`src/ptb_map.svh`:
```
// Offsets, field positions, reset values and counts of the periodic tick unit.
// Operation
// (RULE1) Flag set on rollover at selected tap
// (RULE2) Pending flag and enable raise interrupt request
// (RULE3) Writing one to acknowledge clears flag
// (RULE4) Acknowledge bit is write-only, reads zero
// (RULE5) Codes 0-6 divide 32768 down to 16
// (RULE6) Prescale on: codes divide 4194304 to 1024
// (RULE7) Code 7 without prescale divides by eight
// (RULE8) Period equals ratio times reference period
// (RULE9) Software changes tap only while disabled
// (RULE10) Counter held zero while unit disabled
// (RULE11) First flag at half period, then exact
// (RULE12) Reset clears unit enable
// (RULE13) Reset clears interrupt enable
// (RULE14) Wait mode keeps counting, register blocked
// (RULE15) Stop mode runs only with oscillator option
// (RULE16) Stop mode blocks register access
// (RULE17) Software disables unit before low power
// (RULE18) Pending flag read-only, shows pending state
// (RULE19) Option inputs are static, sampled externally
`ifndef PTB_MAP_SVH
`define PTB_MAP_SVH

`define PTB_OFS_CONTROL 12'h000
`define PTB_OFS_STATUS 12'h004
`define PTB_OFS_COUNT 12'h008
`define PTB_OFS_RATIO 12'h00C

`define PTB_BIT_FLAG 7
`define PTB_BIT_TAP_HI 6
`define PTB_BIT_TAP_LO 4
`define PTB_BIT_ACK 3
`define PTB_BIT_IRQ_EN 2
`define PTB_BIT_UNIT_EN 1

`define PTB_RST_CONTROL 8'h00
`define PTB_RST_TAP 3'h0

`define PTB_CHAIN_STAGES 15
`define PTB_PRESCALE_BITS 7
`define PTB_REF_SYNC_STAGES 2

`endif

```
`src/ptb_pkg.sv`:
```
// Types and the tap decode shared by the periodic tick unit.
package ptb_pkg;
    typedef logic [2:0] ptb_tap_type;
    typedef enum logic [1:0] {
        PTB_APB_IDLE = 2'b01,
        PTB_APB_DONE = 2'b10
    } ptb_apb_state_type;

    // Chain bit whose rising edge marks a tick for each tap code.
    function automatic logic [3:0] ptb_tap_bit(input ptb_tap_type sel);
        case (sel)
            3'h0: ptb_tap_bit = 4'hE;
            3'h1: ptb_tap_bit = 4'hC;
            3'h2: ptb_tap_bit = 4'hA;
            3'h3: ptb_tap_bit = 4'h6;
            3'h4: ptb_tap_bit = 4'h5;
            3'h5: ptb_tap_bit = 4'h4;
            3'h6: ptb_tap_bit = 4'h3;
            default: ptb_tap_bit = 4'h2;
        endcase
    endfunction
endpackage

```
`src/ptb_top.sv`:
```
// Periodic tick unit: APB register slave, control state and mode gating.
`timescale 1ns/1ns
`include "ptb_map.svh"
module ptb_top #(
    parameter int STAGES = `PTB_CHAIN_STAGES,
    parameter int PRE_BITS = `PTB_PRESCALE_BITS,
    parameter int MISS_BITS = 8
) (
    input wire logic mclk_i,
    input wire logic reset_n_i,
    input wire logic ce_i,
    input wire logic psel_i,
    input wire logic penable_i,
    input wire logic pwrite_i,
    input wire logic [11:0] paddr_i,
    input wire logic [31:0] pwdata_i,
    input wire logic [3:0] pstrb_i,
    output logic [31:0] prdata_o,
    output logic pready_o,
    output logic pslverr_o,
    input wire logic reference_clock_i,
    input wire logic extra_prescale_option_i,
    input wire logic osc_in_stop_option_i,
    input wire logic wait_mode_i,
    input wire logic stop_mode_i,
    output logic tick_irq_o,
    output logic stop_wakeup_o
);
    import ptb_pkg::*;

    if (MISS_BITS < 1 || MISS_BITS > 16) begin : g_bad_miss
        $error("ptb_top miss counter width must be 1 to 16");
    end

    // Pin-level inputs: reference clock and the two static options.
    logic [2:0] pins_raw;
    logic [2:0] pins_sync;
    logic ref_level;
    logic prescale_opt;
    logic osc_stop_opt;

    assign pins_raw = {osc_in_stop_option_i, extra_prescale_option_i, reference_clock_i};

    ptb_sync #(
        .WIDTH(3)
    ) u_sync (
        .mclk_i(mclk_i),
        .reset_n_i(reset_n_i),
        .ce_i(ce_i),
        .async_i(pins_raw),
        .sync_o(pins_sync)
    );

    assign ref_level = pins_sync[0];
    assign prescale_opt = pins_sync[1]; // [RULE19]
    assign osc_stop_opt = pins_sync[2]; // [RULE19]

    // Edge detect on the synchronised reference level.
    logic ref_prev;
    logic next_ref_prev;
    logic ref_edge;
    logic ref_running;
    logic counting_edge;

    always_comb begin
        next_ref_prev = ref_level;
    end

    always_ff @(posedge mclk_i or negedge reset_n_i) begin
        if (!reset_n_i) begin
            ref_prev <= 1'b0;
        end else if (ce_i) begin
            ref_prev <= next_ref_prev;
        end
    end

    assign ref_edge = ref_level & ~ref_prev;
    // In stop mode the reference only runs when the oscillator is kept alive.
    assign ref_running = ~stop_mode_i | osc_stop_opt; // [RULE15]
    // Wait mode does not gate the edge, so counting carries on there.
    assign counting_edge = ref_edge & ref_running; // [RULE14] [RULE8]

    // Control register state.
    logic unit_enable;
    logic irq_enable;
    ptb_tap_type tap_select;
    logic pending;
    logic [MISS_BITS-1:0] miss_count;
    logic next_unit_enable;
    logic next_irq_enable;
    ptb_tap_type next_tap_select;
    logic next_pending;
    logic [MISS_BITS-1:0] next_miss_count;

    // Divider chain.
    logic tick;
    logic [STAGES-1:0] chain_count;

    ptb_divider #(
        .STAGES(STAGES),
        .PRE_BITS(PRE_BITS)
    ) u_divider (
        .mclk_i(mclk_i),
        .reset_n_i(reset_n_i),
        .ce_i(ce_i),
        .clear_i(~unit_enable),
        .ref_edge_i(counting_edge),
        .prescale_i(prescale_opt),
        .tap_i(tap_select),
        .tick_o(tick),
        .count_o(chain_count)
    );

    // APB access control.
    ptb_apb_state_type apb_state;
    ptb_apb_state_type next_apb_state;
    logic [31:0] next_prdata;
    logic next_pslverr;
    logic bus_blocked;
    logic addr_known;
    logic access_cycle;
    logic commit;
    logic wr_control;
    logic low_lane;

    // The core cannot reach the register in wait or stop mode.
    assign bus_blocked = wait_mode_i | stop_mode_i; // [RULE14] [RULE16]

    always_comb begin
        case (paddr_i)
            `PTB_OFS_CONTROL: addr_known = 1'b1;
            `PTB_OFS_STATUS: addr_known = 1'b1;
            `PTB_OFS_COUNT: addr_known = 1'b1;
            `PTB_OFS_RATIO: addr_known = 1'b1;
            default: addr_known = 1'b0;
        endcase
    end

    assign access_cycle = psel_i & penable_i;
    assign pready_o = access_cycle & (apb_state == PTB_APB_DONE);
    assign commit = pready_o & ~pslverr_o;
    assign low_lane = pstrb_i[0];
    assign wr_control = commit & pwrite_i & low_lane & (paddr_i == `PTB_OFS_CONTROL);

    // Division ratio currently selected, shown to software for convenience.
    logic [23:0] ratio;

    always_comb begin
        ratio = 24'(32'h2 << ptb_tap_bit(tap_select));
        if (prescale_opt) begin
            ratio = 24'({ratio, 7'h00}); // [RULE6]
        end
    end

    // Read multiplexer; the acknowledge position always returns zero.
    function automatic logic [31:0] read_word(
        input logic [11:0] addr,
        input logic en,
        input logic ie,
        input ptb_tap_type tap,
        input logic flag,
        input logic [MISS_BITS-1:0] miss,
        input logic [STAGES-1:0] cnt,
        input logic [23:0] rat,
        input logic pre_opt,
        input logic osc_opt
    );
        logic [31:0] w;
        w = 32'h0000_0000;
        case (addr)
            `PTB_OFS_CONTROL: begin
                w[`PTB_BIT_FLAG] = flag; // [RULE18]
                w[`PTB_BIT_TAP_HI:`PTB_BIT_TAP_LO] = tap;
                w[`PTB_BIT_ACK] = 1'b0; // [RULE4]
                w[`PTB_BIT_IRQ_EN] = ie;
                w[`PTB_BIT_UNIT_EN] = en;
            end
            `PTB_OFS_STATUS: begin
                w[0] = flag;
                w[1] = pre_opt;
                w[2] = osc_opt;
                w[15:8] = 8'(miss);
            end
            `PTB_OFS_COUNT: begin
                w[STAGES-1:0] = cnt;
            end
            `PTB_OFS_RATIO: begin
                w[23:0] = rat;
            end
            default: begin
                w = 32'h0000_0000;
            end
        endcase
        return w;
    endfunction

    // One wait state: the read word is captured before pready rises.
    always_comb begin
        next_apb_state = apb_state;
        next_prdata = prdata_o;
        next_pslverr = pslverr_o;
        case (apb_state)
            PTB_APB_IDLE: begin
                if (access_cycle) begin
                    next_apb_state = PTB_APB_DONE;
                    next_pslverr = bus_blocked | ~addr_known; // [RULE16]
                    next_prdata = 32'h0000_0000;
                    if (!pwrite_i && !bus_blocked) begin
                        next_prdata = read_word(paddr_i, unit_enable, irq_enable,
                            tap_select, pending, miss_count, chain_count, ratio,
                            prescale_opt, osc_stop_opt);
                    end
                end
            end
            PTB_APB_DONE: begin
                next_apb_state = PTB_APB_IDLE;
                next_pslverr = 1'b0;
            end
            default: begin
                next_apb_state = PTB_APB_IDLE;
                next_pslverr = 1'b0;
            end
        endcase
    end

    always_ff @(posedge mclk_i or negedge reset_n_i) begin
        if (!reset_n_i) begin
            apb_state <= PTB_APB_IDLE;
            prdata_o <= 32'h0000_0000;
            pslverr_o <= 1'b0;
        end else if (ce_i) begin
            apb_state <= next_apb_state;
            prdata_o <= next_prdata;
            pslverr_o <= next_pslverr;
        end
    end

    // Control fields, pending flag and the missed-tick counter.
    always_comb begin
        next_unit_enable = unit_enable;
        next_irq_enable = irq_enable;
        next_tap_select = tap_select;
        next_pending = pending;
        next_miss_count = miss_count;
        if (wr_control) begin
            next_unit_enable = pwdata_i[`PTB_BIT_UNIT_EN];
            next_irq_enable = pwdata_i[`PTB_BIT_IRQ_EN];
            // Tap changes while running are accepted but may give one odd period.
            next_tap_select = pwdata_i[`PTB_BIT_TAP_HI:`PTB_BIT_TAP_LO]; // [RULE9]
            // Writes to the flag position are ignored; only an acknowledge clears.
            if (pwdata_i[`PTB_BIT_ACK]) begin
                next_pending = 1'b0; // [RULE3] [RULE18]
                next_miss_count = '0;
            end
        end
        if (tick && unit_enable) begin
            next_pending = 1'b1; // [RULE1]
            if (pending && !(&miss_count)) begin
                next_miss_count = MISS_BITS'(miss_count + 1'b1);
            end
        end
    end

    always_ff @(posedge mclk_i or negedge reset_n_i) begin
        if (!reset_n_i) begin
            unit_enable <= 1'(`PTB_RST_CONTROL >> `PTB_BIT_UNIT_EN); // [RULE12]
            irq_enable <= 1'(`PTB_RST_CONTROL >> `PTB_BIT_IRQ_EN); // [RULE13]
            tap_select <= `PTB_RST_TAP;
            pending <= 1'b0;
            miss_count <= '0;
        end else if (ce_i) begin
            unit_enable <= next_unit_enable;
            irq_enable <= next_irq_enable;
            tap_select <= next_tap_select;
            pending <= next_pending;
            miss_count <= next_miss_count;
        end
    end

    // Request outputs, registered so that they stay glitch free.
    logic next_irq;
    logic next_wakeup;

    always_comb begin
        next_irq = pending & irq_enable; // [RULE2]
        next_wakeup = next_irq & stop_mode_i & osc_stop_opt; // [RULE15]
    end

    always_ff @(posedge mclk_i or negedge reset_n_i) begin
        if (!reset_n_i) begin
            tick_irq_o <= 1'b0;
            stop_wakeup_o <= 1'b0;
        end else if (ce_i) begin
            tick_irq_o <= next_irq;
            stop_wakeup_o <= next_wakeup;
        end
    end
endmodule

```
`src/ptb_sync.sv`:
```
// Two-flop synchroniser for levels arriving from outside the clock domain.
`timescale 1ns/1ns
module ptb_sync #(
    parameter int WIDTH = 1
) (
    input wire logic mclk_i,
    input wire logic reset_n_i,
    input wire logic ce_i,
    input wire logic [WIDTH-1:0] async_i,
    output logic [WIDTH-1:0] sync_o
);
    logic [WIDTH-1:0] meta;
    logic [WIDTH-1:0] next_meta;
    logic [WIDTH-1:0] next_sync;

    always_comb begin
        next_meta = ce_i ? async_i : meta;
        next_sync = ce_i ? meta : sync_o;
    end

    always_ff @(posedge mclk_i or negedge reset_n_i) begin
        if (!reset_n_i) begin
            meta <= '0;
            sync_o <= '0;
        end else begin
            meta <= next_meta;
            sync_o <= next_sync;
        end
    end
endmodule

```
`src/ptb_divider.sv`:
```
// Optional divide-by-128 prescaler and fifteen-stage tap chain.
`timescale 1ns/1ns
`include "ptb_map.svh"
module ptb_divider #(
    parameter int STAGES = `PTB_CHAIN_STAGES,
    parameter int PRE_BITS = `PTB_PRESCALE_BITS
) (
    input wire logic mclk_i,
    input wire logic reset_n_i,
    input wire logic ce_i,
    input wire logic clear_i,
    input wire logic ref_edge_i,
    input wire logic prescale_i,
    input wire ptb_pkg::ptb_tap_type tap_i,
    output logic tick_o,
    output logic [STAGES-1:0] count_o
);
    import ptb_pkg::*;

    if (STAGES != 15 || PRE_BITS < 1) begin : g_bad_size
        $error("ptb_divider needs fifteen stages and a prescaler");
    end

    logic [PRE_BITS-1:0] pre;
    logic [PRE_BITS-1:0] next_pre;
    logic [STAGES-1:0] next_count;
    logic next_tick;
    logic advance;
    logic [3:0] bit_sel;
    logic [STAGES-1:0] low_mask;
    logic [STAGES-1:0] tap_hit;

    always_comb begin
        next_pre = pre;
        next_count = count_o;
        next_tick = 1'b0;
        advance = 1'b0;
        bit_sel = ptb_tap_bit(tap_i);
        low_mask = STAGES'((32'h2 << bit_sel) - 32'h1);
        tap_hit = STAGES'(32'h1 << bit_sel);
        if (clear_i) begin
            next_pre = '0; // [RULE10]
            next_count = '0; // [RULE10]
        end else if (ref_edge_i) begin
            next_pre = PRE_BITS'(pre + 1'b1);
            advance = prescale_i ? (&pre) : 1'b1; // [RULE6]
            if (advance) begin
                next_count = STAGES'(count_o + 1'b1);
                // Rising tap bit: half a period first, then whole periods.
                next_tick = ((next_count & low_mask) == tap_hit); // [RULE1] [RULE5] [RULE7] [RULE11]
            end
        end
    end

    always_ff @(posedge mclk_i or negedge reset_n_i) begin
        if (!reset_n_i) begin
            pre <= '0;
            count_o <= '0;
            tick_o <= 1'b0;
        end else if (ce_i) begin
            pre <= next_pre;
            count_o <= next_count;
            tick_o <= next_tick;
        end
    end
endmodule

```
`config.mk`:
```
export PLATFORM = sky130hd
export DESIGN_NAME = ptb_top
export DESIGN_NICKNAME = d
export VERILOG_FILES = /design/src/ptb_pkg.sv /design/src/ptb_top.sv /design/src/ptb_sync.sv /design/src/ptb_divider.sv
export VERILOG_INCLUDE_DIRS = /design/src
export SDC_FILE = /design/constraint.sdc
export NUM_CORES = 1
export LEC_CHECK = 0
export ABC_CLOCK_PERIOD_IN_PS = 6250
export BUFFER_PORTS_ARGS = -buffer_cell sky130_fd_sc_hd__buf_2
export CORE_UTILIZATION = 39
export CTS_BUF_LIST = sky130_fd_sc_hd__clkbuf_16
export CTS_CLUSTER_DIAMETER = 150
export CTS_CLUSTER_SIZE = 14
export DETAILED_ROUTE_END_ITERATION = 8
export GPL_ROUTABILITY_DRIVEN = 0
export MAX_ROUTING_LAYER = met4
export SLEW_MARGIN = 0
export SYNTH_ARGS = -nofsm -noshare
export SYNTH_HDL_FRONTEND = slang
export SYNTH_SLANG_ARGS = --single-unit
```
`constraint.sdc`:
```
create_clock -name mclk_i -period 6.25 [get_ports mclk_i]
set_input_delay 0.9375 -clock mclk_i [delete_from_list [all_inputs] [get_ports mclk_i]]
set_output_delay 0.9375 -clock mclk_i [all_outputs]
set_load 0.05 [all_outputs]
```
Word-level counts from Yosys, hierarchy flattened
Cells that the tools add are included.

cells by class
  $add $sub $neg = 4
  multiply operators = 0
  div/mod/pow operators = 0
  magnitude comparators = 0
  equal/unequal tests = 15
  shift-type cells = 2
  muxes and demuxes = 30
  bitwise gates (word level) = 19
  reduce and logical (&&, ||, !) cells = 19

operators by type and width
  cell                                                                  number
  24-bit 2-to-1 mux                                                     2
  15-bit 2-to-1 mux                                                     3
  8-bit 2-to-1 mux                                                      5
  4-bit case mux with 7 select lines                                    1
  12-bit by 4-bit == test with 1-bit output, second input constant      2
  2-bit by 4-bit left shift with 24-bit output, first input constant    1
  7-bit case mux with 3 select lines                                    1
  15-bit by 1-bit adder with 15-bit output, second input constant       1
  15-bit AND                                                            1
  15-bit == test                                                        1
  5-bit case mux with 3 select lines                                    1
  1-bit by 4-bit left shift with 15-bit output, first input constant    1
  15-bit by 1-bit subtractor with 15-bit output, second input constant  1
  7-bit 2-to-1 mux                                                      2
  12-bit by 3-bit == test with 1-bit output, second input constant      1
  12-bit logical NOT                                                    1
  1-bit AND                                                             11
  1-bit 2-to-1 mux                                                      10
  3-bit == test, second input constant                                  3
  3-bit AND reduction                                                   3
  8-bit by 1-bit adder with 8-bit output, second input constant         1
  2-bit case mux with 4 select lines                                    1
  8-bit AND reduction                                                   1
  7-bit by 1-bit adder with 7-bit output, second input constant         1
  other kinds (18)                                                      33

storage, ports and cells
  flip-flop bits (word level) = 81
  latch bits = 0
  bits in writable memories = 0
  ROM bits = 0
  bits of input ports = 59
  output and inout port bits = 36
  logic and storage cells = 105
  memories = 0

Logic depth before layout (Yosys ltp)
Gate-level depths: netlist of the first run.

  depth in word-level cells = 9
  mapped depth = 9

By module
From an unflattened synthesis of the first run, not the netlist that was laid out.

unflattened totals
  cell total of the unflattened synthesis = 452
  area total of the unflattened synthesis = 4404.2 µm²

modules (own cells, without submodules)
  module       instances  cells each  area each (µm²)  sequential area each (µm²)
  ptb_top      1          239         2393.5           1102.3
  ptb_divider  1          200         1759.2           575.6
  ptb_sync     1          13          251.5            150.1

Worst setup path before layout of the first run
OpenSTA, ideal clock, no wires.

  kind = input port to flip-flop
  from = input port ce_i
  to = register u_divider.tick_o
  library setup time = 95 ps
  arrival = 2823 ps
  setup slack = 3332 ps
  stages = 7
  buffers on the path = 2
  cells stage by stage = clkbuf_1 nand4_1 or2_1 buf_6 or4b_1 or4_1 o32ai_2

RTL lines
  item                  line               source
  start, declared       ptb_top.sv:11      input wire logic ce_i,
  end signal, assigned  ptb_divider.sv:63  tick_o <= next_tick;
  end, declared         ptb_divider.sv:15  output logic tick_o,

Final worst setup path of the first run
  from = input port ce_i
  to = register prdata_o[10]

on the way
  cells in the longest elaborated chain, start to end = 1

ends and longest elaborated chain
  item                                  line            source
  3-bit AND reduction (no source line)  --
  end signal, assigned                  ptb_top.sv:233  prdata_o <= next_prdata;
  end, declared                         ptb_top.sv:18   output logic [31:0] prdata_o,

No other way between the ends.
A chain may end at the register's enable or synchronous reset.

==> impl_metrics.env, run 1 <==
export IMPL_status="completed"
export IMPL_synth_cell_area_mm2=0.00412
export IMPL_cp_max_fo=28
export IMPL_fin_ws_ns=2.80
export IMPL_rr_endpoint="prdata_o[10]"
export IMPL_finalMaxSlewViolations=0
export IMPL_fin_skew_ns=0.00603
export IMPL_ctsHtreeMaxLevel=3
export IMPL_ctsResizeCount=0
export IMPL_gr_usage_met1_pct=26.4
export IMPL_port_buffers=57
export IMPL_drcViolationCount=0
export IMPL_routed_wl_um=9850
export IMPL_ys_ff_latch=73
export IMPL_clkSinkCount=73
export IMPL_grt_use_total_pct=19.8
export IMPL_fin_cells=636
export IMPL_post_cts_setup_buffer_count=0
export IMPL_fin_crit_sh_pct=55.3
export IMPL_busiest_layer="met2"
export IMPL_synthArstFlopShare_pct=100
export IMPL_ff2ff_path_depth=6
export IMPL_met2_usage_pct=28.8
export IMPL_die_h_um=105
export IMPL_drive_gt1_share_pct=18.6
export IMPL_syn_area_per_cell_um2=9.01
export IMPL_antenna_cells=0
export IMPL_switching_power_uw=245
export IMPL_n_fill_cell=971
export IMPL_rsz0062_at_grt="false"
export IMPL_sw_frac_of_total_pct=22.5
export IMPL_leakage_uw=0.00211
export IMPL_dr_pass1_iters=5
export IMPL_drv_cap=0
export IMPL_antenna_found_initial=0
export IMPL_crit_end="prdata_o[10]"
export IMPL_core_mm2=0.0103
export IMPL_p_int_uw=846
export IMPL_start_kind="primary input"
export IMPL_period_needed_ns=3.45
export IMPL_synthDistinctLibCells=60
export IMPL_nets=560
export IMPL_vias=3542
export IMPL_fin_util_pct=46.0
export IMPL_grt_pass1_wl_um=16600
export IMPL_seq_area_mm2=0.00183
export IMPL_finalSetupViolations=0
export IMPL_ant_nets=0
export IMPL_postCtsHoldBufs=0
export IMPL_synthCells=457
export IMPL_tightest_slew_ns=1.05
export IMPL_synth_top_flop_cell="dfrtp_1"
export IMPL_met3_usage_pct=4.12
export IMPL_crit_arrival_ns=3.71
export IMPL_maxSlewHeadroom_pct=30.0
export IMPL_synth_edf_count=0
export IMPL_required_ns=6.50
export IMPL_fmax_mhz=289
export IMPL_dpl_cell_count=621
export IMPL_cts_tree="done"
export IMPL_ys_seq_area_share_pct=44.4
export IMPL_clock_power_share_pct=48.5
export IMPL_power_uw=1090
export IMPL_dpl_hpwl_um=7040
export IMPL_pwr_share_comb_pct=6.6
export IMPL_hold_violations=0
export IMPL_hold_depth=2
export IMPL_hold_class="reg2reg"
export IMPL_fin_setup_tns_ns=0
export IMPL_grt_max_degree=74
export IMPL_pwr_share_seq_pct=44.9
export IMPL_multi_input_area_mm2=0.00208
export IMPL_die_w_um=105
export IMPL_irDropWorstVdd_mv=0.0983
export IMPL_die_area_mm2=0.0110
export IMPL_cts_buffers=9
export IMPL_clk_pin_slew_worst_paths_ns=0.05
export IMPL_r2r_start="apb_state[0]"
export IMPL_path_class="in2reg"
export IMPL_wl_per_cell_um=15.5
export IMPL_regToRegSetupSlack_ns=3.22
export IMPL_p_per_area_mw_per_mm2=231
export IMPL_drt_iter0_drc=305
export IMPL_cp_startpoint="ce_i"
export IMPL_first_global_vias=3301
export IMPL_ys_warn_count=0
export IMPL_overflow=0
export IMPL_dpl_worst_slack_ns=2.37
export IMPL_fp_row_count=37
export IMPL_clockBufferDepth=2
export IMPL_syn2layout_area_growth_pct=14.8
export IMPL_ctsRootBufferMaster="clkbuf_16"
export IMPL_critPathCaptureType="flop"
export IMPL_vias_per_cell=5.57
export IMPL_clk_latency_ns=0.33
export IMPL_io_pins=95
export IMPL_initial_core_util_pct=40.1
## power by group through the flow
| stage | Clock [uW] | Combinational, uW | Sequential, uW |
|---|---|---|---|
| 6_report | 529 | 71.9 | 490 |
| 5_1_grt | 558 | 80.2 | 491 |
| 4_1_cts | 537 | 72.6 | 490 |
| 3_5_place_dp | 0 | 72.6 | 498 |
| 3_3_place_gp | 0 | 71.3 | 498 |
| 2_1_floorplan | 0 | 48.0 | 498 |
## cells by family after synthesis
family                   synth area share, %
adder cells (fa/ha/maj)                 1.52
AO/OA/AOI/OAI                           19.7
other                                  0.182
multiplexers                            4.98
buffers and inverters                   5.83
flip-flops                              44.4
XOR/XNOR                                2.13
AND/OR/NAND/NOR                         21.3
## routing by layer
metal	share of wire (%)	up-vias	wire length [um]
li1	-	1712	-
met4	2.6	0	255
met5	0	-	0
met1	46	1701	4570
met2	46	106	4500
met3	5.3	23	522
## registers in the layout, indices dropped and copies added (netlist names), 2 cells and up
register / flops
prdata_o: 24
u_divider.count_o: 15
miss_count: 8
u_divider.pre: 7
tap_select: 3
u_sync.meta: 3
u_sync.sync_o: 3
apb_state: 2
## synth_stat cells, drive strengths merged (2+ instances only)
| library cell | instances | area share (%) |
|---|---|---|
| xor2 | 3 | 0.64 |
| nand2 | 39 | 3.6 |
| nor2b | 9 | 1.4 |
| and2 | 10 | 1.5 |
| a21o | 2 | 0.36 |
| inv | 15 | 1.4 |
| buf | 12 | 2.1 |
| a21oi | 15 | 1.8 |
| a32o | 2 | 0.49 |
| a22o | 8 | 1.7 |
| nand4b | 4 | 0.85 |
| o31ai | 8 | 1.5 |
| a31o | 2 | 0.43 |
| nor2 | 31 | 2.8 |
| nor3 | 10 | 1.3 |
| ha | 5 | 1.5 |
| nand4 | 6 | 1.1 |
| conb | 2 | 0.18 |
| mux2 | 12 | 3.3 |
| or3b | 2 | 0.43 |
| or2 | 3 | 0.46 |
| and3 | 8 | 1.2 |
| o21a | 4 | 0.73 |
| o32ai | 4 | 1.0 |
| o22ai | 2 | 0.30 |
| nand3 | 22 | 2.8 |
| nand3b | 2 | 0.36 |
| o21ai | 62 | 7.5 |
| mux2i | 7 | 1.7 |
| o311ai | 2 | 0.43 |
| dfrtp | 72 | 44 |
| xnor2 | 7 | 1.5 |
| clkbuf | 26 | 2.4 |
| a22oi | 5 | 0.91 |
| nor4b | 2 | 0.43 |
| nor4 | 4 | 0.61 |
| nand2b | 4 | 0.61 |
| a221oi | 2 | 0.43 |
| or3 | 8 | 1.2 |
## final cells by class
cell class,instances,area share [%]
Multi-Input combinational cell,339,44.0
Clock buffer,9,4.76
Clock inverter,6,1.61
Timing Repair Buffer,58,6.19
Tap cell,136,3.60
Sequential cell,73,38.7
Inverter,15,1.19
## per-stage QoR
stage	area [um2]	hold WS, ns
2_1_floorplan	4150	0.475
3_3_place_gp	4430	0.458
3_5_place_dp	4430	0.465
4_1_cts	4730	0.478
5_1_grt	4730	0.495
6_report	4730	0.473
## cells in the final DEF, fill, tap and decap left out, types with 3 or more instances in the layout
master	n
dfrtp_1	72
o21ai_0	62
buf_2	57
nand2_1	39
nor2_1	31
nand3_1	21
inv_1	17
a21oi_1	15
mux2_2	12
and2_1	10
conb_1	10
nor2b_1	9
nor3_1	9
clkbuf_16	9
and3_1	8
or3_1	8
o31ai_1	8
a22o_1	8
mux2i_1	7
xnor2_1	7
nand4_1	5
a22oi_1	5
ha_1	5
nor4_1	4
nand4b_1	4
o21a_1	4
nand2b_1	4
xor2_1	3
o32ai_1	3
## worst max-delay path, cell delays in order
cell and delay (ns):
buf_2 0.43, nand4_1 0.92, nor4_1 0.64, nor2b_1 0.38, o21ai_0 0.21, o21ai_0 0.18
## how the worst min path moves through the flow
stage | startpoint | endpoint
after floorplan | u_divider.pre[1] | u_divider.pre[1]
after global placement | prdata_o[9] | prdata_o[9]
after detailed placement | prdata_o[23] | prdata_o[23]
after CTS | prdata_o[11] | prdata_o[11]
after global routing | prdata_o[0] | prdata_o[0]
final | prdata_o[1] | prdata_o[1]
Note: power is estimated with default switching activity, not from simulation.
==> inputs of run 2 (changes only) <==
--- a/config.mk
+++ b/config.mk
@@ -6,7 +6,7 @@
 export SDC_FILE = /design/constraint.sdc
 export NUM_CORES = 1
 export LEC_CHECK = 0
-export ABC_CLOCK_PERIOD_IN_PS = 6250
+export ABC_CLOCK_PERIOD_IN_PS = 3140
 export BUFFER_PORTS_ARGS = -buffer_cell sky130_fd_sc_hd__buf_2
 export CORE_UTILIZATION = 39
 export CTS_BUF_LIST = sky130_fd_sc_hd__clkbuf_16
==> constraint.sdc (replaced) <==
create_clock -name mclk_i -period 3.14 [get_ports mclk_i]
set_input_delay 0.471 -clock mclk_i [delete_from_list [all_inputs] [get_ports mclk_i]]
set_output_delay 0.471 -clock mclk_i [all_outputs]
set_load 0.05 [all_outputs]
==> impl_metrics.env, run 2 (synthesis results as in run 1) <==
export IMPL_status="completed"
export IMPL_clkSinkCount=73
export IMPL_start_kind="flop"
export IMPL_sw_frac_of_total_pct=22.9
export IMPL_final_cell_mix="72 x dfrtp_1, 62 x o21ai_0, 57 x buf_2"
export IMPL_ant_nets=0
export IMPL_path_cells="ha_1 -> and3_1 -> xor2_1 -> a221oi_1 -> or4b_1 -> or4_1 -> o32ai_2"
export IMPL_cts_buffers=9
export IMPL_io_pins=95
export IMPL_fin_setup_tns_ns=0
export IMPL_finalMaxSlewViolations=0
export IMPL_fin_ws_ns=0.436
export IMPL_regToRegSetupSlack_ns=0.44
export IMPL_tightest_slew_ns=0.758
export IMPL_drv_cap=0
export IMPL_grt_max_degree=46
export IMPL_core_mm2=0.0103
export IMPL_rsz0062_at_grt="false"
export IMPL_port_buffers=57
export IMPL_wl_per_cell_um=15.9
export IMPL_maxSlewHeadroom_pct=49.3
export IMPL_clock_power_share_pct=48.8
export IMPL_required_ns=3.38
export IMPL_routed_wl_um=10200
export IMPL_dpl_cell_count=626
export IMPL_die_h_um=105
export IMPL_fp_row_count=37
export IMPL_fin_crit_sh_pct=86.1
export IMPL_post_cts_setup_buffer_count=0
export IMPL_irDropWorstVdd_mv=0.219
export IMPL_whs_ns=0.172
export IMPL_postCtsHoldBufs=0
export IMPL_max_stage_delay_ns=0.50
export IMPL_drive_gt1_share_pct=19.8
export IMPL_period_needed_ns=2.70
export IMPL_hold_class="in2async"
export IMPL_ctsRootBufferMaster="clkbuf_16"
export IMPL_largest_reg_flops=24
export IMPL_antenna_found_initial=0
export IMPL_fin_skew_ns=0.00410
export IMPL_stdcell_area_mm2=0.00479
export IMPL_fin_cells=642
export IMPL_p_per_area_mw_per_mm2=459
export IMPL_switching_power_uw=502
export IMPL_hold_violations=0
export IMPL_clockBufferDepth=2
export IMPL_cp_slowest_cell="or4_1"
export IMPL_drcViolationCount=0
export IMPL_ctsHtreeMaxLevel=3
export IMPL_cts_tree="done"
export IMPL_ctsResizeCount=0
export IMPL_dpl_worst_slack_ns=0.431
export IMPL_pwr_share_comb_pct=6.7
export IMPL_path_class="reg2reg"
export IMPL_leakage_uw=0.00214
export IMPL_largest_register="prdata_o"
export IMPL_dpl_cell_area_mm2=0.00448
export IMPL_nets=565
export IMPL_antenna_cells=0
export IMPL_dr_pass1_iters=5
export IMPL_vias=3585
export IMPL_critPathCaptureType="flop"
export IMPL_final_common_cell="dfrtp_1"
export IMPL_cp_max_fo=7
export IMPL_syn2layout_area_growth_pct=16.3
export IMPL_crit_arrival_ns=2.95
export IMPL_p_int_uw=1690
export IMPL_die_w_um=105
export IMPL_vias_per_cell=5.58
export IMPL_grt_use_total_pct=20.8
export IMPL_first_global_vias=3462
export IMPL_overflow=0
export IMPL_drt_iter0_drc=254
export IMPL_die_area_mm2=0.0110
export IMPL_grt_pass1_wl_um=17600
export IMPL_clk_pin_slew_worst_paths_ns=0.06
export IMPL_reg_top3="prdata_o (24), u_divider.count_o (15), miss_count (8)"
export IMPL_dpl_hpwl_um=7370
export IMPL_fmax_mhz=370
export IMPL_finalSetupViolations=0
export IMPL_pwr_share_seq_pct=44.4
export IMPL_n_fill_cell=991
export IMPL_clk_latency_ns=0.34
export IMPL_initial_core_util_pct=40.1
-- run 2: cell type report --
type / instances / area, um2 / area share (%)
multi-input cells: 339 / 2080 / 43.4
flip-flops and latches: 73 / 1830 / 38.2
repair buffers: 63 / 343 / 7.16
clock buffers: 9 / 225 / 4.70
well taps: 136 / 170 / 3.55
clock inverters: 7 / 86.3 / 1.80
inverters: 15 / 56.3 / 1.18
-- run 2: final timing paths --
path                                      start                to  cells past startpoint
max                        u_divider.count_o[0]  u_divider.tick_o                      7
min                                   reset_n_i       prdata_o[6]                      1
max reg2reg                u_divider.count_o[0]  u_divider.tick_o                      7
min reg2reg                         prdata_o[1]       prdata_o[1]                      2
max in group asynchronous             reset_n_i      apb_state[0]                      2
min in group mclk_i                 pwdata_i[6]     tap_select[2]                      2
-- run 2: per-stage QoR --
stage	utilization (%)	total power, uW
6_report	46.6	2200
5_1_grt	46.6	2270
4_1_cts	46.6	2220
3_5_place_dp	43.6	1140
3_3_place_gp	43.6	1140
2_1_floorplan	-	1090
-- run 2: worst max-delay path, delay by kind of cell (launching register included) --
kind	cells	cell delay, ns
XOR/XNOR	1	0.18
AND/OR/NAND/NOR	3	1.22
AO/OA/AOI/OAI	2	0.45
flip-flops	1	0.44
adder cells (fa/ha/maj)	1	0.33
-- run 2: metal layers --
metal | routed length (um) | share of wire [%] | global-route usage (%)
met5 | 0 | 0 | -
met4 | 235 | 2.3 | 10.8
met3 | 475 | 4.6 | 2.37
met2 | 4540 | 44 | 30.1
met1 | 4970 | 49 | 28.6
-- run 2: power groups by stage --
stage / combinational [uW] / sequential, uW / clock [uW]
after CTS: 149 / 975 / 1100
after floorplan: 95.6 / 992 / 0
after global routing: 165 / 977 / 1130
after detailed placement: 149 / 992 / 0
final: 148 / 976 / 1070
after global placement: 146 / 992 / 0
==> inputs of run 3 (changes only) <==
--- a/config.mk
+++ b/config.mk
@@ -6,7 +6,8 @@
 export SDC_FILE = /design/constraint.sdc
 export NUM_CORES = 1
 export LEC_CHECK = 0
-export ABC_CLOCK_PERIOD_IN_PS = 3140
+export ABC_AREA = 1
+export ABC_CLOCK_PERIOD_IN_PS = 3250
 export BUFFER_PORTS_ARGS = -buffer_cell sky130_fd_sc_hd__buf_2
 export CORE_UTILIZATION = 39
 export CTS_BUF_LIST = sky130_fd_sc_hd__clkbuf_16
==> constraint.sdc (replaced) <==
create_clock -name mclk_i -period 3.25 [get_ports mclk_i]
set_input_delay 0.4875 -clock mclk_i [delete_from_list [all_inputs] [get_ports mclk_i]]
set_output_delay 0.4875 -clock mclk_i [all_outputs]
set_load 0.05 [all_outputs]
==> impl_metrics.env, run 3 <==
export IMPL_dr_pass1_iters=5
export IMPL_ctsRootBufferMaster="clkbuf_16"
export IMPL_die_area_mm2=0.0112
export IMPL_wl_per_cell_um=14.7
export IMPL_synth_top_flop_cell="dfrtp_1"
export IMPL_n_fill_cell=1058
export IMPL_ant_nets=0
export IMPL_cts_tree="done"
export IMPL_regToRegSetupSlack_ns=1.17
export IMPL_synthArstFlopShare_pct=100
export IMPL_fin_util_pct=47.3
export IMPL_fin_setup_tns_ns=0
export IMPL_clock_power_share_pct=46.1
export IMPL_met3_wirelength_um=786
export IMPL_port_buffers=57
export IMPL_hold_class="in2reg"
export IMPL_r2r_start="u_divider.pre[0]"
export IMPL_p_int_uw=1670
export IMPL_sw_frac_of_total_pct=26.1
export IMPL_synth_top_area_share_pct=43.0
export IMPL_die_w_um=106
export IMPL_pwr_share_comb_pct=11.3
export IMPL_yosysMostFrequentCell="nand2_1"
export IMPL_start_kind="flop"
export IMPL_synth_common_cells="145 x nand2_1, 72 x dfrtp_1, 70 x inv_1, 46 x nor2_1, 45 x nand3_1"
export IMPL_irDropWorstVdd_mv=0.214
export IMPL_yosysTopAreaCell="dfrtp_1"
export IMPL_cp_top_family="simple AND/OR/NAND/NOR gates"
export IMPL_syn_area_per_cell_um2=7.74
export IMPL_critPathCaptureType="flop"
export IMPL_final_cell_mix="145 x nand2_1, 72 x dfrtp_1, 71 x inv_1"
export IMPL_cp_slowest_cell="dfrtp_1"
export IMPL_leakage_uw=0.00249
export IMPL_vias_per_cell=5.24
export IMPL_initial_core_util_pct=40.4
export IMPL_status="completed"
export IMPL_path_class="reg2reg"
export IMPL_drive_gt1_share_pct=16.9
export IMPL_fin_crit_sh_pct=64.0
export IMPL_rsz0062_at_grt="false"
export IMPL_die_h_um=106
export IMPL_fmax_mhz=481
export IMPL_fp_row_count=37
export IMPL_ys_ff_latch=73
export IMPL_crit_arrival_ns=2.31
export IMPL_postCtsHoldBufs=0
export IMPL_drt_iter0_drc=350
export IMPL_cp_startpoint="u_divider.pre[0]"
export IMPL_ys_seq_area_share_pct=43.6
export IMPL_topRoutingLayerUsed="met4"
export IMPL_p_per_area_mw_per_mm2=461
export IMPL_synthDistinctLibCells=44
export IMPL_stdcell_area_mm2=0.00491
export IMPL_routed_wl_um=11000
export IMPL_ys_warn_count=0
export IMPL_fin_skew_ns=0.00596
export IMPL_crit_buf_inv=1
export IMPL_cts_buffers=9
export IMPL_largest_reg_flops=24
export IMPL_tightest_slew_ns=0.926
export IMPL_core_mm2=0.0104
export IMPL_post_cts_setup_buffer_count=0
export IMPL_synth_edf_count=0
export IMPL_final_common_cell="nand2_1"
export IMPL_syn2layout_area_growth_pct=17.0
export IMPL_clk_latency_ns=0.33
export IMPL_pwr_share_seq_pct=42.6
export IMPL_yosys_top_cells_area="dfrtp_1 43%, nand2_1 13%, inv_1 6.3%"
export IMPL_met2_length_um=4850
export IMPL_required_ns=3.48
export IMPL_drv_cap=0
export IMPL_crit_top_cell="nor2_1"
export IMPL_ctsResizeCount=0
export IMPL_dpl_hpwl_um=8210
export IMPL_reg_top3="prdata_o (24), u_divider.count_o (15), miss_count (8)"
export IMPL_largest_register="prdata_o"
export IMPL_grt_use_total_pct=21.0
export IMPL_whs_ns=0.361
export IMPL_grt_max_degree=74
export IMPL_dpl_cell_area_mm2=0.00460
export IMPL_ctsHtreeMaxLevel=3
export IMPL_hold_start="reference_clock_i"
export IMPL_max_stage_delay_ns=0.38
export IMPL_antenna_cells=0
export IMPL_synth_cell_area_mm2=0.00419
export IMPL_io_pins=95
export IMPL_clk_pin_slew_worst_paths_ns=0.06
export IMPL_nets=668
export IMPL_maxSlewHeadroom_pct=38.3
export IMPL_clkSinkCount=73
export IMPL_synthCells=542
export IMPL_overflow=0
export IMPL_finalSetupViolations=0
export IMPL_hold_violations=0
export IMPL_vias=3901
export IMPL_drcViolationCount=0
export IMPL_grt_pass1_wl_um=17700
export IMPL_first_global_vias=3615
export IMPL_met1_length_um=5050
export IMPL_cp_max_fo=9
export IMPL_switching_power_uw=590
export IMPL_clockBufferDepth=2
export IMPL_antenna_found_initial=0
export IMPL_period_needed_ns=2.08
export IMPL_path_cells="ha_1 -> nand3_1 -> nor2_1 -> nor2_1 -> nor2_4 -> clkinv_1 -> o22ai_1"
export IMPL_finalMaxSlewViolations=0
run 3: changes by cell type after synthesis, sizes merged, moves of 7 or more:
cell	before	now
and2	10	0
and3	8	0
clkbuf	26	4
inv	15	72
mux2	12	5
nand2	39	150
nand3	22	45
nor2	31	53
nor2b	9	0
o21ai	62	36
o22ai	2	19
o31ai	8	0
or3	8	0
run 3: stage by stage:
step,total power (uW),instances,worst slack [ns]
2_1_floorplan,1150,550,1.44
3_3_place_gp,1230,729,0.995
3_5_place_dp,1240,729,0.983
4_1_cts,2290,745,1.21
5_1_grt,2350,745,1.01
6_report,2260,745,1.17
run 3: worst paths after layout:
path / to / cells after the start
min in group asynchronous: prdata_o[21] / 2
max in group asynchronous: u_divider.count_o[13] / 2
hold reg to reg: u_sync.meta[1] / 2
hold / removal: u_sync.meta[0] / 3
setup reg to reg: u_divider.count_o[7] / 7
setup / recovery: u_divider.count_o[7] / 7
run 3: per-layer routing:
layer / global-route usage (%) / vias up
li1: - / 1888
met1: 27.6 / 1826
met2: 32.0 / 159
met3: 3.09 / 28
met4: 9.62 / 0
met5: - / -
run 3: tightest hold or removal path, cell delays in order:
cell and delay (ns):
buf_2 0.08, nand2_1 0.04, nand2_1 0.05
run 3: layout make-up:
type	count	area [um2]	share of cell area [%]
multi-input cells	386	2010	40.9
repair buffers	61	315	6.43
clock buffers	9	225	4.59
flip-flops and latches	73	1830	37.3
inverters	73	274	5.58
clock inverters	7	85.1	1.73
well taps	136	170	3.47
run 3: cells by family (layout without fill, tap and decap cells):
family          count (synthesis)  in the layout  synth area share [%]
buf+inv                        91            150                  9.22
mux                             6              6                  2.03
fa+ha+maj                       5              5                  1.49
other cells                     2             10                 0.179
simple gates                  273            273                  29.3
flops                          73             73                  43.6
xor+xnor                        8              8                  1.67
compound gates                 84             84                  12.6
run 3: power by group through the flow:
stage | combinational, uW | clock [uW] | sequential [uW]
after floorplan | 156 | 0 | 998
after CTS | 259 | 1070 | 963
final | 254 | 1040 | 963
after global routing | 282 | 1100 | 967
after detailed placement | 258 | 0 | 979
after global placement | 254 | 0 | 980
